File: src/dpwcl_consts.vh
`ifndef DPWCL_CONSTS_VH
`define DPWCL_CONSTS_VH
// device type field expected in the address byte; value is arbitrary
`define DPWCL_DEV_TYPE 4'h9
// opcodes, upper nibble of the instruction byte
`define DPWCL_OP_RD_WIPER 4'h9
`define DPWCL_OP_WR_WIPER 4'ha
`define DPWCL_OP_RD_SET 4'hb
`define DPWCL_OP_WR_SET 4'hc
`define DPWCL_OP_SET_TO_WIPER 4'hd
`define DPWCL_OP_WIPER_TO_SET 4'he
`define DPWCL_OP_G_SET_TO_WIPER 4'h1
`define DPWCL_OP_G_WIPER_TO_SET 4'h8
`define DPWCL_OP_INC_DEC 4'h2
// instruction byte field positions
`define DPWCL_OP_MSB 7
`define DPWCL_OP_LSB 4
`define DPWCL_SLOT_HI 3
`define DPWCL_SLOT_LO 2
`define DPWCL_POT_BIT 0
// timing: nonvolatile write time in us, wiper settle delay in ns, clock period in ns
`define DPWCL_NV_WRITE_US 10000
`define DPWCL_SETTLE_NS 1000
`define DPWCL_CLK_NS 50
// nv write rounds down (at most the time), settle rounds up (at least the time)
`define DPWCL_NV_WRITE_CYC ((`DPWCL_NV_WRITE_US * 1000) / `DPWCL_CLK_NS)
`define DPWCL_SETTLE_CYC ((`DPWCL_SETTLE_NS + `DPWCL_CLK_NS - 1) / `DPWCL_CLK_NS)
// power-up contents of every stored setting
`define DPWCL_SET_INIT 8'h80
`endif

File: src/dpwcl_core.v
// Behaviour
// - two independent wiper position registers
// - 8-bit wiper decoded to one of 256 taps
// - write-wiper command loads wiper directly
// - wiper parallel-loads from any of four settings
// - increment or decrement moves one step
// - power-up loads wiper from slot zero
// - wiper registers are volatile
// - four 8-bit stored settings per pot
// - transfers both ways setting and wiper
// - setting change is nv write, 10 ms
// - all eight setting bits hold value
// - read/write wiper/setting are three-byte commands
// - wiper output updates after settle delay
// - wiper-to-setting takes nv write time
// - single or global transfers
// - transfer commands are two bytes only
// - single setting-to-wiper copies selected slot
// - global setting-to-wiper for every pot
// - global wiper-to-setting for every pot
// - after inc/dec ack each pulse steps
// - clock pulse with data high steps up
// - clock pulse with data low steps down
// - instruction: opcode, slot, zero, pot bit
// - nine opcodes decoded
// - ack address, instruction and data byte
// - no address ack while nv write busy
`timescale 1ns/1ns
`include "dpwcl_consts.vh"
module dpwcl_core #(
   parameter NV_WRITE_CYC = `DPWCL_NV_WRITE_CYC
) (
   // clock, reset, enable
   input wire ref_clk,
   input wire rst_n,
   input wire clk_en,
   // two-wire bus
   input wire scl_in,
   input wire sda_in,
   output reg sda_out,
   output reg sda_oe_n,
   // strap address pins
   input wire [3:0] strap_address_pins,
   // tap selects to the resistor arrays
   output reg [255:0] tap_sel0,
   output reg [255:0] tap_sel1,
   output reg [7:0] wiper_out0,
   output reg [7:0] wiper_out1,
   output reg nv_busy
);
   localparam S_IDLE = 6'h01;
   localparam S_ADDR = 6'h02;
   localparam S_INST = 6'h04;
   localparam S_DATA = 6'h08;
   localparam S_INCD = 6'h10;
   localparam S_SKIP = 6'h20;

   // pin synchronisers
   reg scl_s1, scl_s2, scl_d, sda_s1, sda_s2, sda_d;
   // storage
   reg [7:0] wiper_position_reg [0:1];
   reg [7:0] stored_setting_reg [0:7];
   // protocol state
   reg [5:0] state;
   reg [3:0] bit_cnt;
   reg [7:0] shreg;
   reg [7:0] inst;
   reg is_read;
   reg ack_phase;
   reg ack_drive;
   reg [31:0] nv_cnt;
   reg [7:0] settle_cnt;
   reg powered;
   reg [2:0] pu_cnt;
   integer i;

   wire scl_rise = scl_s2 & ~scl_d;
   wire scl_fall = ~scl_s2 & scl_d;
   wire start_c = scl_s2 & scl_d & sda_d & ~sda_s2;
   wire stop_c = scl_s2 & scl_d & ~sda_d & sda_s2;
   wire [3:0] op = inst[`DPWCL_OP_MSB:`DPWCL_OP_LSB];
   wire pot = inst[`DPWCL_POT_BIT];
   wire [1:0] slot = {inst[`DPWCL_SLOT_HI], inst[`DPWCL_SLOT_LO]};
   wire [2:0] sidx = {pot, slot};
   wire [3:0] op_n = shreg[6:3];
   wire [7:0] byte_in = {shreg[6:0], sda_s2};
   wire [3:0] next_op = byte_in[`DPWCL_OP_MSB:`DPWCL_OP_LSB];
   wire op_ok = (next_op == `DPWCL_OP_RD_WIPER) | (next_op == `DPWCL_OP_WR_WIPER) |
      (next_op == `DPWCL_OP_RD_SET) | (next_op == `DPWCL_OP_WR_SET) |
      (next_op == `DPWCL_OP_SET_TO_WIPER) | (next_op == `DPWCL_OP_WIPER_TO_SET) |
      (next_op == `DPWCL_OP_G_SET_TO_WIPER) | (next_op == `DPWCL_OP_G_WIPER_TO_SET) |
      (next_op == `DPWCL_OP_INC_DEC);
   wire [7:0] rd_val = (op == `DPWCL_OP_RD_WIPER) ? wiper_position_reg[pot] :
      stored_setting_reg[sidx];

   always @(posedge ref_clk) begin
      if (!rst_n) begin
         scl_s1 <= 1'b1;
         scl_s2 <= 1'b1;
         scl_d <= 1'b1;
         sda_s1 <= 1'b1;
         sda_s2 <= 1'b1;
         sda_d <= 1'b1;
      end else if (clk_en) begin
         scl_s1 <= scl_in;
         scl_s2 <= scl_s1;
         scl_d <= scl_s2;
         sda_s1 <= sda_in;
         sda_s2 <= sda_s1;
         sda_d <= sda_s2;
      end
   end

   always @(posedge ref_clk) begin
      if (!rst_n) begin
         state <= S_IDLE;
         bit_cnt <= 4'h0;
         shreg <= 8'h00;
         inst <= 8'h00;
         is_read <= 1'b0;
         ack_phase <= 1'b0;
         ack_drive <= 1'b0;
         nv_cnt <= 32'h0;
         nv_busy <= 1'b0;
         sda_out <= 1'b1;
         sda_oe_n <= 1'b1;
         powered <= 1'b0;
         pu_cnt <= 3'h0;
         wiper_position_reg[0] <= 8'h00;
         wiper_position_reg[1] <= 8'h00;
         // reset stands for power loss: settings keep their contents
      end else if (clk_en) begin
         if (!powered) begin
            // power-up recall from slot zero
            wiper_position_reg[0] <= stored_setting_reg[0];
            wiper_position_reg[1] <= stored_setting_reg[4];
            powered <= 1'b1;
         end
         if (nv_busy) begin
            if (nv_cnt == 32'h0) begin
               nv_busy <= 1'b0;
            end else begin
               nv_cnt <= nv_cnt - 32'h1;
            end
         end
         if (start_c) begin
            state <= S_ADDR;
            is_read <= 1'b0;
            bit_cnt <= 4'h0;
            ack_phase <= 1'b0;
            ack_drive <= 1'b0;
            sda_oe_n <= 1'b1;
         end else if (stop_c) begin
            state <= S_IDLE;
            sda_oe_n <= 1'b1;
            // reads and wiper loads leave the nv array alone
            if (state == S_SKIP && (op == `DPWCL_OP_WR_SET ||
               op == `DPWCL_OP_WIPER_TO_SET || op == `DPWCL_OP_G_WIPER_TO_SET)) begin
               // nv writes begin at stop
               nv_busy <= 1'b1;
               nv_cnt <= NV_WRITE_CYC - 1;
               if (op == `DPWCL_OP_WR_SET) begin
                  stored_setting_reg[sidx] <= shreg;
               end else if (op == `DPWCL_OP_WIPER_TO_SET) begin
                  stored_setting_reg[sidx] <= wiper_position_reg[pot];
               end else begin
                  stored_setting_reg[{1'b0, slot}] <= wiper_position_reg[0];
                  stored_setting_reg[{1'b1, slot}] <= wiper_position_reg[1];
               end
            end
         end else begin
            case (state)
               S_IDLE: begin
                  sda_oe_n <= 1'b1;
               end
               S_ADDR, S_INST, S_DATA: begin
                  if (scl_rise && !ack_phase && !(is_read && state == S_DATA)) begin
                     shreg <= byte_in;
                     bit_cnt <= bit_cnt + 4'h1;
                  end
                  if (scl_fall && !ack_phase && is_read && state == S_DATA) begin
                     sda_out <= shreg[7];
                     sda_oe_n <= 1'b0;
                     shreg <= {shreg[6:0], 1'b0};
                     bit_cnt <= bit_cnt + 4'h1;
                     if (bit_cnt == 4'h7) begin
                        ack_phase <= 1'b1;
                     end
                  end else if (scl_fall && !ack_phase && bit_cnt == 4'h8) begin
                     ack_phase <= 1'b1;
                     sda_out <= 1'b0;
                     if (state == S_ADDR) begin
                        ack_drive <= (shreg[7:4] == `DPWCL_DEV_TYPE) &&
                           (shreg[3:0] == strap_address_pins) && !nv_busy;
                        sda_oe_n <= ~((shreg[7:4] == `DPWCL_DEV_TYPE) &&
                           (shreg[3:0] == strap_address_pins) && !nv_busy);
                     end else begin
                        ack_drive <= 1'b1;
                        sda_oe_n <= 1'b0;
                     end
                  end else if (scl_fall && ack_phase) begin
                     ack_phase <= 1'b0;
                     bit_cnt <= 4'h0;
                     sda_oe_n <= 1'b1;
                     sda_out <= 1'b1;
                     if (!ack_drive && !is_read) begin
                        state <= S_IDLE;
                     end else if (state == S_ADDR) begin
                        state <= S_INST;
                        is_read <= 1'b0;
                     end else if (state == S_INST) begin
                        inst <= shreg;
                        case (op_n)
                           4'h0: state <= S_IDLE;
                           default: state <= S_IDLE;
                        endcase
                        if (shreg[7:4] == `DPWCL_OP_RD_WIPER ||
                           shreg[7:4] == `DPWCL_OP_RD_SET) begin
                           state <= S_DATA;
                           is_read <= 1'b1;
                           sda_out <= (shreg[7:4] == `DPWCL_OP_RD_WIPER) ?
                              wiper_position_reg[shreg[0]][7] :
                              stored_setting_reg[{shreg[0], shreg[3:2]}][7];
                           sda_oe_n <= 1'b0;
                           shreg <= (shreg[7:4] == `DPWCL_OP_RD_WIPER) ?
                              {wiper_position_reg[shreg[0]][6:0], 1'b0} :
                              {stored_setting_reg[{shreg[0], shreg[3:2]}][6:0], 1'b0};
                           bit_cnt <= 4'h1;
                        end else if (shreg[7:4] == `DPWCL_OP_WR_WIPER ||
                           shreg[7:4] == `DPWCL_OP_WR_SET) begin
                           state <= S_DATA;
                        end else if (shreg[7:4] == `DPWCL_OP_INC_DEC) begin
                           state <= S_INCD;
                        end else if (shreg[7:4] == `DPWCL_OP_SET_TO_WIPER) begin
                           wiper_position_reg[shreg[0]] <=
                              stored_setting_reg[{shreg[0], shreg[3:2]}];
                           state <= S_SKIP;
                           inst <= 8'h00;
                        end else if (shreg[7:4] == `DPWCL_OP_G_SET_TO_WIPER) begin
                           wiper_position_reg[0] <= stored_setting_reg[{1'b0, shreg[3:2]}];
                           wiper_position_reg[1] <= stored_setting_reg[{1'b1, shreg[3:2]}];
                           state <= S_SKIP;
                           inst <= 8'h00;
                        end else begin
                           // wiper-to-setting transfers commit at stop
                           state <= S_SKIP;
                        end
                     end else begin
                        if (!is_read) begin
                           if (op == `DPWCL_OP_WR_WIPER) begin
                              wiper_position_reg[pot] <= shreg;
                              inst <= 8'h00;
                           end else begin
                              inst <= inst;
                           end
                        end
                        state <= S_SKIP;
                     end
                  end
               end
               S_INCD: begin
                  // count a completed pulse: start and stop never end one here
                  if (scl_fall) begin
                     if (sda_d && wiper_position_reg[pot] != 8'hff) begin
                        wiper_position_reg[pot] <= wiper_position_reg[pot] + 8'h01;
                     end else if (!sda_d && wiper_position_reg[pot] != 8'h00) begin
                        wiper_position_reg[pot] <= wiper_position_reg[pot] - 8'h01;
                     end
                  end
               end
               S_SKIP: begin
                  sda_oe_n <= 1'b1;
               end
               default: state <= S_IDLE;
            endcase
         end
      end
   end

   // stored settings: power-up contents, nv array not cleared by reset
   initial begin
      for (i = 0; i < 8; i = i + 1) begin
         stored_setting_reg[i] = `DPWCL_SET_INIT;
      end
   end

   // wiper output follows after settle delay
   always @(posedge ref_clk) begin
      if (!rst_n) begin
         settle_cnt <= 8'h00;
         wiper_out0 <= 8'h00;
         wiper_out1 <= 8'h00;
         tap_sel0 <= 256'h0;
         tap_sel1 <= 256'h0;
      end else if (clk_en) begin
         if (wiper_out0 != wiper_position_reg[0] || wiper_out1 != wiper_position_reg[1]) begin
            if (settle_cnt == `DPWCL_SETTLE_CYC - 1) begin
               settle_cnt <= 8'h00;
               wiper_out0 <= wiper_position_reg[0];
               wiper_out1 <= wiper_position_reg[1];
               tap_sel0 <= 256'h1 << wiper_position_reg[0];
               tap_sel1 <= 256'h1 << wiper_position_reg[1];
            end else begin
               settle_cnt <= settle_cnt + 8'h01;
            end
         end else begin
            settle_cnt <= 8'h00;
            tap_sel0 <= 256'h1 << wiper_out0;
            tap_sel1 <= 256'h1 << wiper_out1;
         end
      end
   end
endmodule // dpwcl_core

File: config.mk
export PLATFORM = sky130hd
export DESIGN_NAME = dpwcl_core
export DESIGN_NICKNAME = d
export VERILOG_FILES = /design/src/dpwcl_core.v
export VERILOG_INCLUDE_DIRS = /design/src
export SDC_FILE = /design/constraint.sdc
export NUM_CORES = 2
export LEC_CHECK = 0
export ABC_AREA = 1
export BUFFER_PORTS_ARGS = -buffer_cell sky130_fd_sc_hd__buf_2
export CAP_MARGIN = 30
export CORE_ASPECT_RATIO = 0.5
export CORE_UTILIZATION = 30
export DETAILED_ROUTE_END_ITERATION = 6
export PLACE_DENSITY = 0.48
export RECOVER_POWER = 100
export SLEW_MARGIN = 10
export SYNTH_ARGS = -nofsm -noshare
export SYNTH_HDL_FRONTEND = slang
export SYNTH_SLANG_ARGS = --single-unit
File: constraint.sdc
create_clock -name ref_clk -period 3.2 [get_ports ref_clk]
set_input_delay 0.64 -clock ref_clk [delete_from_list [all_inputs] [get_ports ref_clk]]
set_output_delay 0.64 -clock ref_clk [all_outputs]
set_load 0.1 [all_outputs]
# Word-level counts from Yosys, hierarchy flattened
# Memories as Yosys holds them, arrays and structs flattened. A register that Yosys moved wholly into a read port is not among the register bits.
# Index checks and enable logic that the tools add are counted.
# word_totals
regBits,607
ramBits,80
inputBits,9
output_inout_bits,531
word_cells,360
n_memories,2
# memory_table
memory,depth,width,read_ports,rd_ports_with_merged_regs,write_ports,line,rtl
stored_setting_reg,8,8,5,3,2,dpwcl_core.v:62,reg [7:0] stored_setting_reg [0:7];
wiper_position_reg,2,8,4,2,3,dpwcl_core.v:61,reg [7:0] wiper_position_reg [0:1];
# classes
addsub,5
eq_ne,36
shifts,4
mux,213
bitwise_logic,25
n_reduce_logical,52
# op_table
op,count
2-to-1 mux 256 bit,4
"left shift 1 x 8 -> 256 bit, first input constant",4
2-to-1 mux 8 bit,28
2-to-1 mux 32 bit,5
2-to-1 mux 1 bit,149
2-to-1 mux 6 bit,11
"equality test 4 bit, second input constant",10
logical NOT 32 bit,1
"subtractor 32 x 1 -> 32 bit, second input constant",1
2-to-1 mux 4 bit,7
2-to-1 mux 3 bit,7
AND reduction 5 bit,4
"adder 8 x 1 -> 8 bit, second input constant",2
!= test 8 bit,2
OR reduction 8 bit,2
logical AND 1 bit,14
"!= test 4 bit, second input constant",3
one-hot mux 6 bit (2 select lines),1
NOT 1 bit,11
AND reduction 11 bit,1
AND reduction 3 bit,3
AND reduction 9 bit,1
nonzero test 3 bit,3
"equality test 8 x 5 -> 1 bit, second input constant",1
other kinds (30),60

# Depth between registers and ports, before layout
# logic_depth
depth_word,19
ltp_mapped,19
depth_no_buf,17

# Worst setup path before layout
# OpenSTA, ideal clock, no wires.
# synth_path
kind,input port to flip-flop
from,input rst_n
to,"memory stored_setting_reg[5][0], enable pin"
setup_ns,0.384
arrival_ns,2.481
required_ns,2.816
slack_ns,0.335
path_stages,9
path_buffers,2
cell_sequence,clkbuf_1 nand2_1 nor2_2 and3_1 buf_2 clkinv_1 nand3_1 nand2_1 o21ai_0
# synth_lines
element,line,rtl
start: declaration,dpwcl_core.v:35,"input wire rst_n,"
end: declaration,dpwcl_core.v:62,

==> impl_metrics.yaml <==
power:
  power.density_nw_per_um2: 535.3
  p_leak_nw: 12.35
  vdd_drop_max_v: 0.0003484
placement:
  gp_congestion: 0.9025
  dpl-instance-area_sq_um: 33180
  place_ws_ns: 0.1649
  dpl.cell_count: 5441
  dp_hpwl_microns: 81420
  io_buffers: 539
worst_setup_path:
  cp-end-kind: "flip-flop"
  worst_setup_path_start_kind: "primary input"
  crit_buf_inv: 7
  crit_arrival_ns: 3.58
  slowest_stage: "clkbuf_1"
  required_ns: 3.78
  cp_max_fo: 41
  crit_family: "buffers and inverters"
  criticalPathCategory: "primary input to flip-flop"
  cp_common_cell: "clkbuf_2"
  crit_chain: "clkbuf_2 -> clkbuf_2 -> inv_1 -> clkbuf_1 -> clkbuf_1 -> nor2_1 -> inv_1 -> nand2_2 -> clkbuf_2 -> nor3_1"
  critPathMaxStageDelay_ns: 0.62
die:
  die-width_microns: 442.7
  pin_count: 540
  chipHeight_microns: 222.3
  coreArea_sq_um: 95790
  die_area_sq_um: 98420
  rows: 80
  initial_utilization_pct: 30.41
clocking:
  clk_latency_ns: 0.66
  cts_tree: "yes"
  numCtsBuffers: 71
  cts.clk_slew.worst_paths_ns: 0.06
  root_buffer: "clkbuf_16"
  clock_sinks: 691
  htreeDepth: 3
  cts.path.max_buffers: 3
route:
  num_vias: 28760
  ant_nets: 0
  wl_per_cell_microns: 21.03
  drc_errors: 0
  first_pass_iters: 5
  drt-initial-drc-count: 2551
  routed_wl_microns: 117200
  vias_per_cell: 5.162
synth:
  synth_nets: 3824
  synth_top_area_cell: "dfxtp_1"
  synth-edff-count: 80
  ys_seq_area_share_pct: 50.24
  ys.warnings.count: 0
  synthDistinctLibCells: 47
  ys_seq_elements: 691
  synthFlopType: "dfxtp_1"
  async_reset_ff_share_pct: 0
  yosys-top-cells-area: "dfxtp_1 (42%), nand3_1 (12%), o21ai_0 (9.8%)"
  yosysTopAreaCellShare_pct: 41.99
  synthCells: 3807
  syn_avg_cell_area_sq_um: 7.651
  synth_area_sq_um: 29130
timing:
  fin_ws_ns: 0.1964
  period_minus_slack_ns: 3.004
  rsz0062_at_grt: "false"
  slew_headroom_pct: 6.425
  finalSetupViolations: 0
  whs_ns: 0.2560
  period_share_pct: 93.86
  skew_ns: 0.02797
  fmax_mhz: 332.9
  finalSetupTns_ns: 0
  hold_viol_final: 0
  slew_violations: 0
  tightest_slew_ns: 1.410
layout:
  fin_area_sq_um: 34810
  layout_commonest_cell: "nand3_1"
  area_growth_pct: 19.51
  final_cells: 5570
  drive_gt1_share_pct: 6.422
  finalNetCount: 4263
  final_cell_mix: "nand3_1 (696), o21ai_0 (631), dfxtp_1 (611)"
outcome:
  outcome: "finished, final reports clean"
global_routing:
  antenna_found_initial: 0
  grt_pass1_wl_microns: 171600
  overflow: 0
  grt_start_max_net_pins: 210
  track_usage_pct: 22.74
  grt_pass1_vias: 26260
hold_path:
  hold_path.class: "primary input to flip-flop"
flow_run:
  cap_violations: 0
synthesized netlist by cell type, types with 8 or more instances:
master / number
nor3_1: 45
o21ai_0: 568
xor2_1: 19
ha_1: 8
o21ai_1: 68
a21oi_1: 75
edfxtp_1: 80
a22oi_1: 8
a211oi_1: 9
xnor2_1: 9
nand4_1: 79
nand2_1: 552
inv_1: 254
nand3_1: 696
buf_2: 47
dfxtp_1: 611
nand2_2: 13
buf_1: 61
nor2_1: 342
inv_2: 18
clkbuf_1: 157
buf_6: 11
nor2_2: 15
worst paths after layout:
check,from,to,slack (ns),cells past startpoint
worst min-delay path,scl_in,scl_s1,0.26,3
worst max register to register,flip-flop,wiper_position_reg[1][1],0.24,14
worst max-delay path,clk_en,nv_cnt[9],0.20,10
worst min register to register,sda_s1,sda_s1,0.47,2
worst register-to-register path: cells and delay by family, from the launching register on:
family	cells	cell delay (ns)
and+or+nand+nor	11	1.33
AOI/OAI and AO/OA	1	0.47
DFF	1	0.42
adders and majority gates	1	0.23
buffers and inverters	1	0.16
logic make-up (layout without fill, tap and decap cells):
group           after synthesis  count (layout)  share of synthesized area (%)
compound gates              753             753                          13.31
xor+xnor                     28              28                         0.8420
fa+ha+maj                     8               8                         0.3437
buf+inv                     554            1045                          7.689
flops                       691             691                          50.24
other cells                   0               1                              0
simple gates               1773            1773                          27.57
per-stage QoR:
stage	utilization (%)	total power, W
final	36.34	0.01863
after global routing	36.33	0.01930
after CTS	37.14	0.01884
after detailed placement	34.64	0.009990
after global placement	34.57	0.009989
after floorplan	-	0.009617
cell type report:
type                    instances  area (sq um)
clock buffers                  96          2077
inverters                     273          1027
diodes                          1         2.502
clock inverters                29         324.1
flip-flops and latches        691         14630
multi-input cells            2562         12250
fillers                     10420         60980
well taps                    1271          1590
repair buffers                647          2904
power by group:
group          switching, W  internal (W)  total, W  leakage, nW
clock network       0.00376       0.00506   0.00882         1.19
logic              0.000764      0.000198  0.000962         5.47
registers         0.0000617       0.00879   0.00885         5.69
timing repair:
action / CTS / global route
setup endpoints to repair: 0 / 24
endpoints found under the hold margin: 0 / 0
hold buffers: 0 / 0
buffers inserted: 0 / 1
gates resized for setup: 0 / 1
per-layer routing:
layer  GRT usage [%]  vias up  share of wire (%)
met1           31.37    13940                 46
met2           35.30      883                 45
met5               0        -                  0
met4           7.516        0                2.9
li1                -    13750                  -
met3           4.689      183                6.0
(Power assumes the default switching activity.)
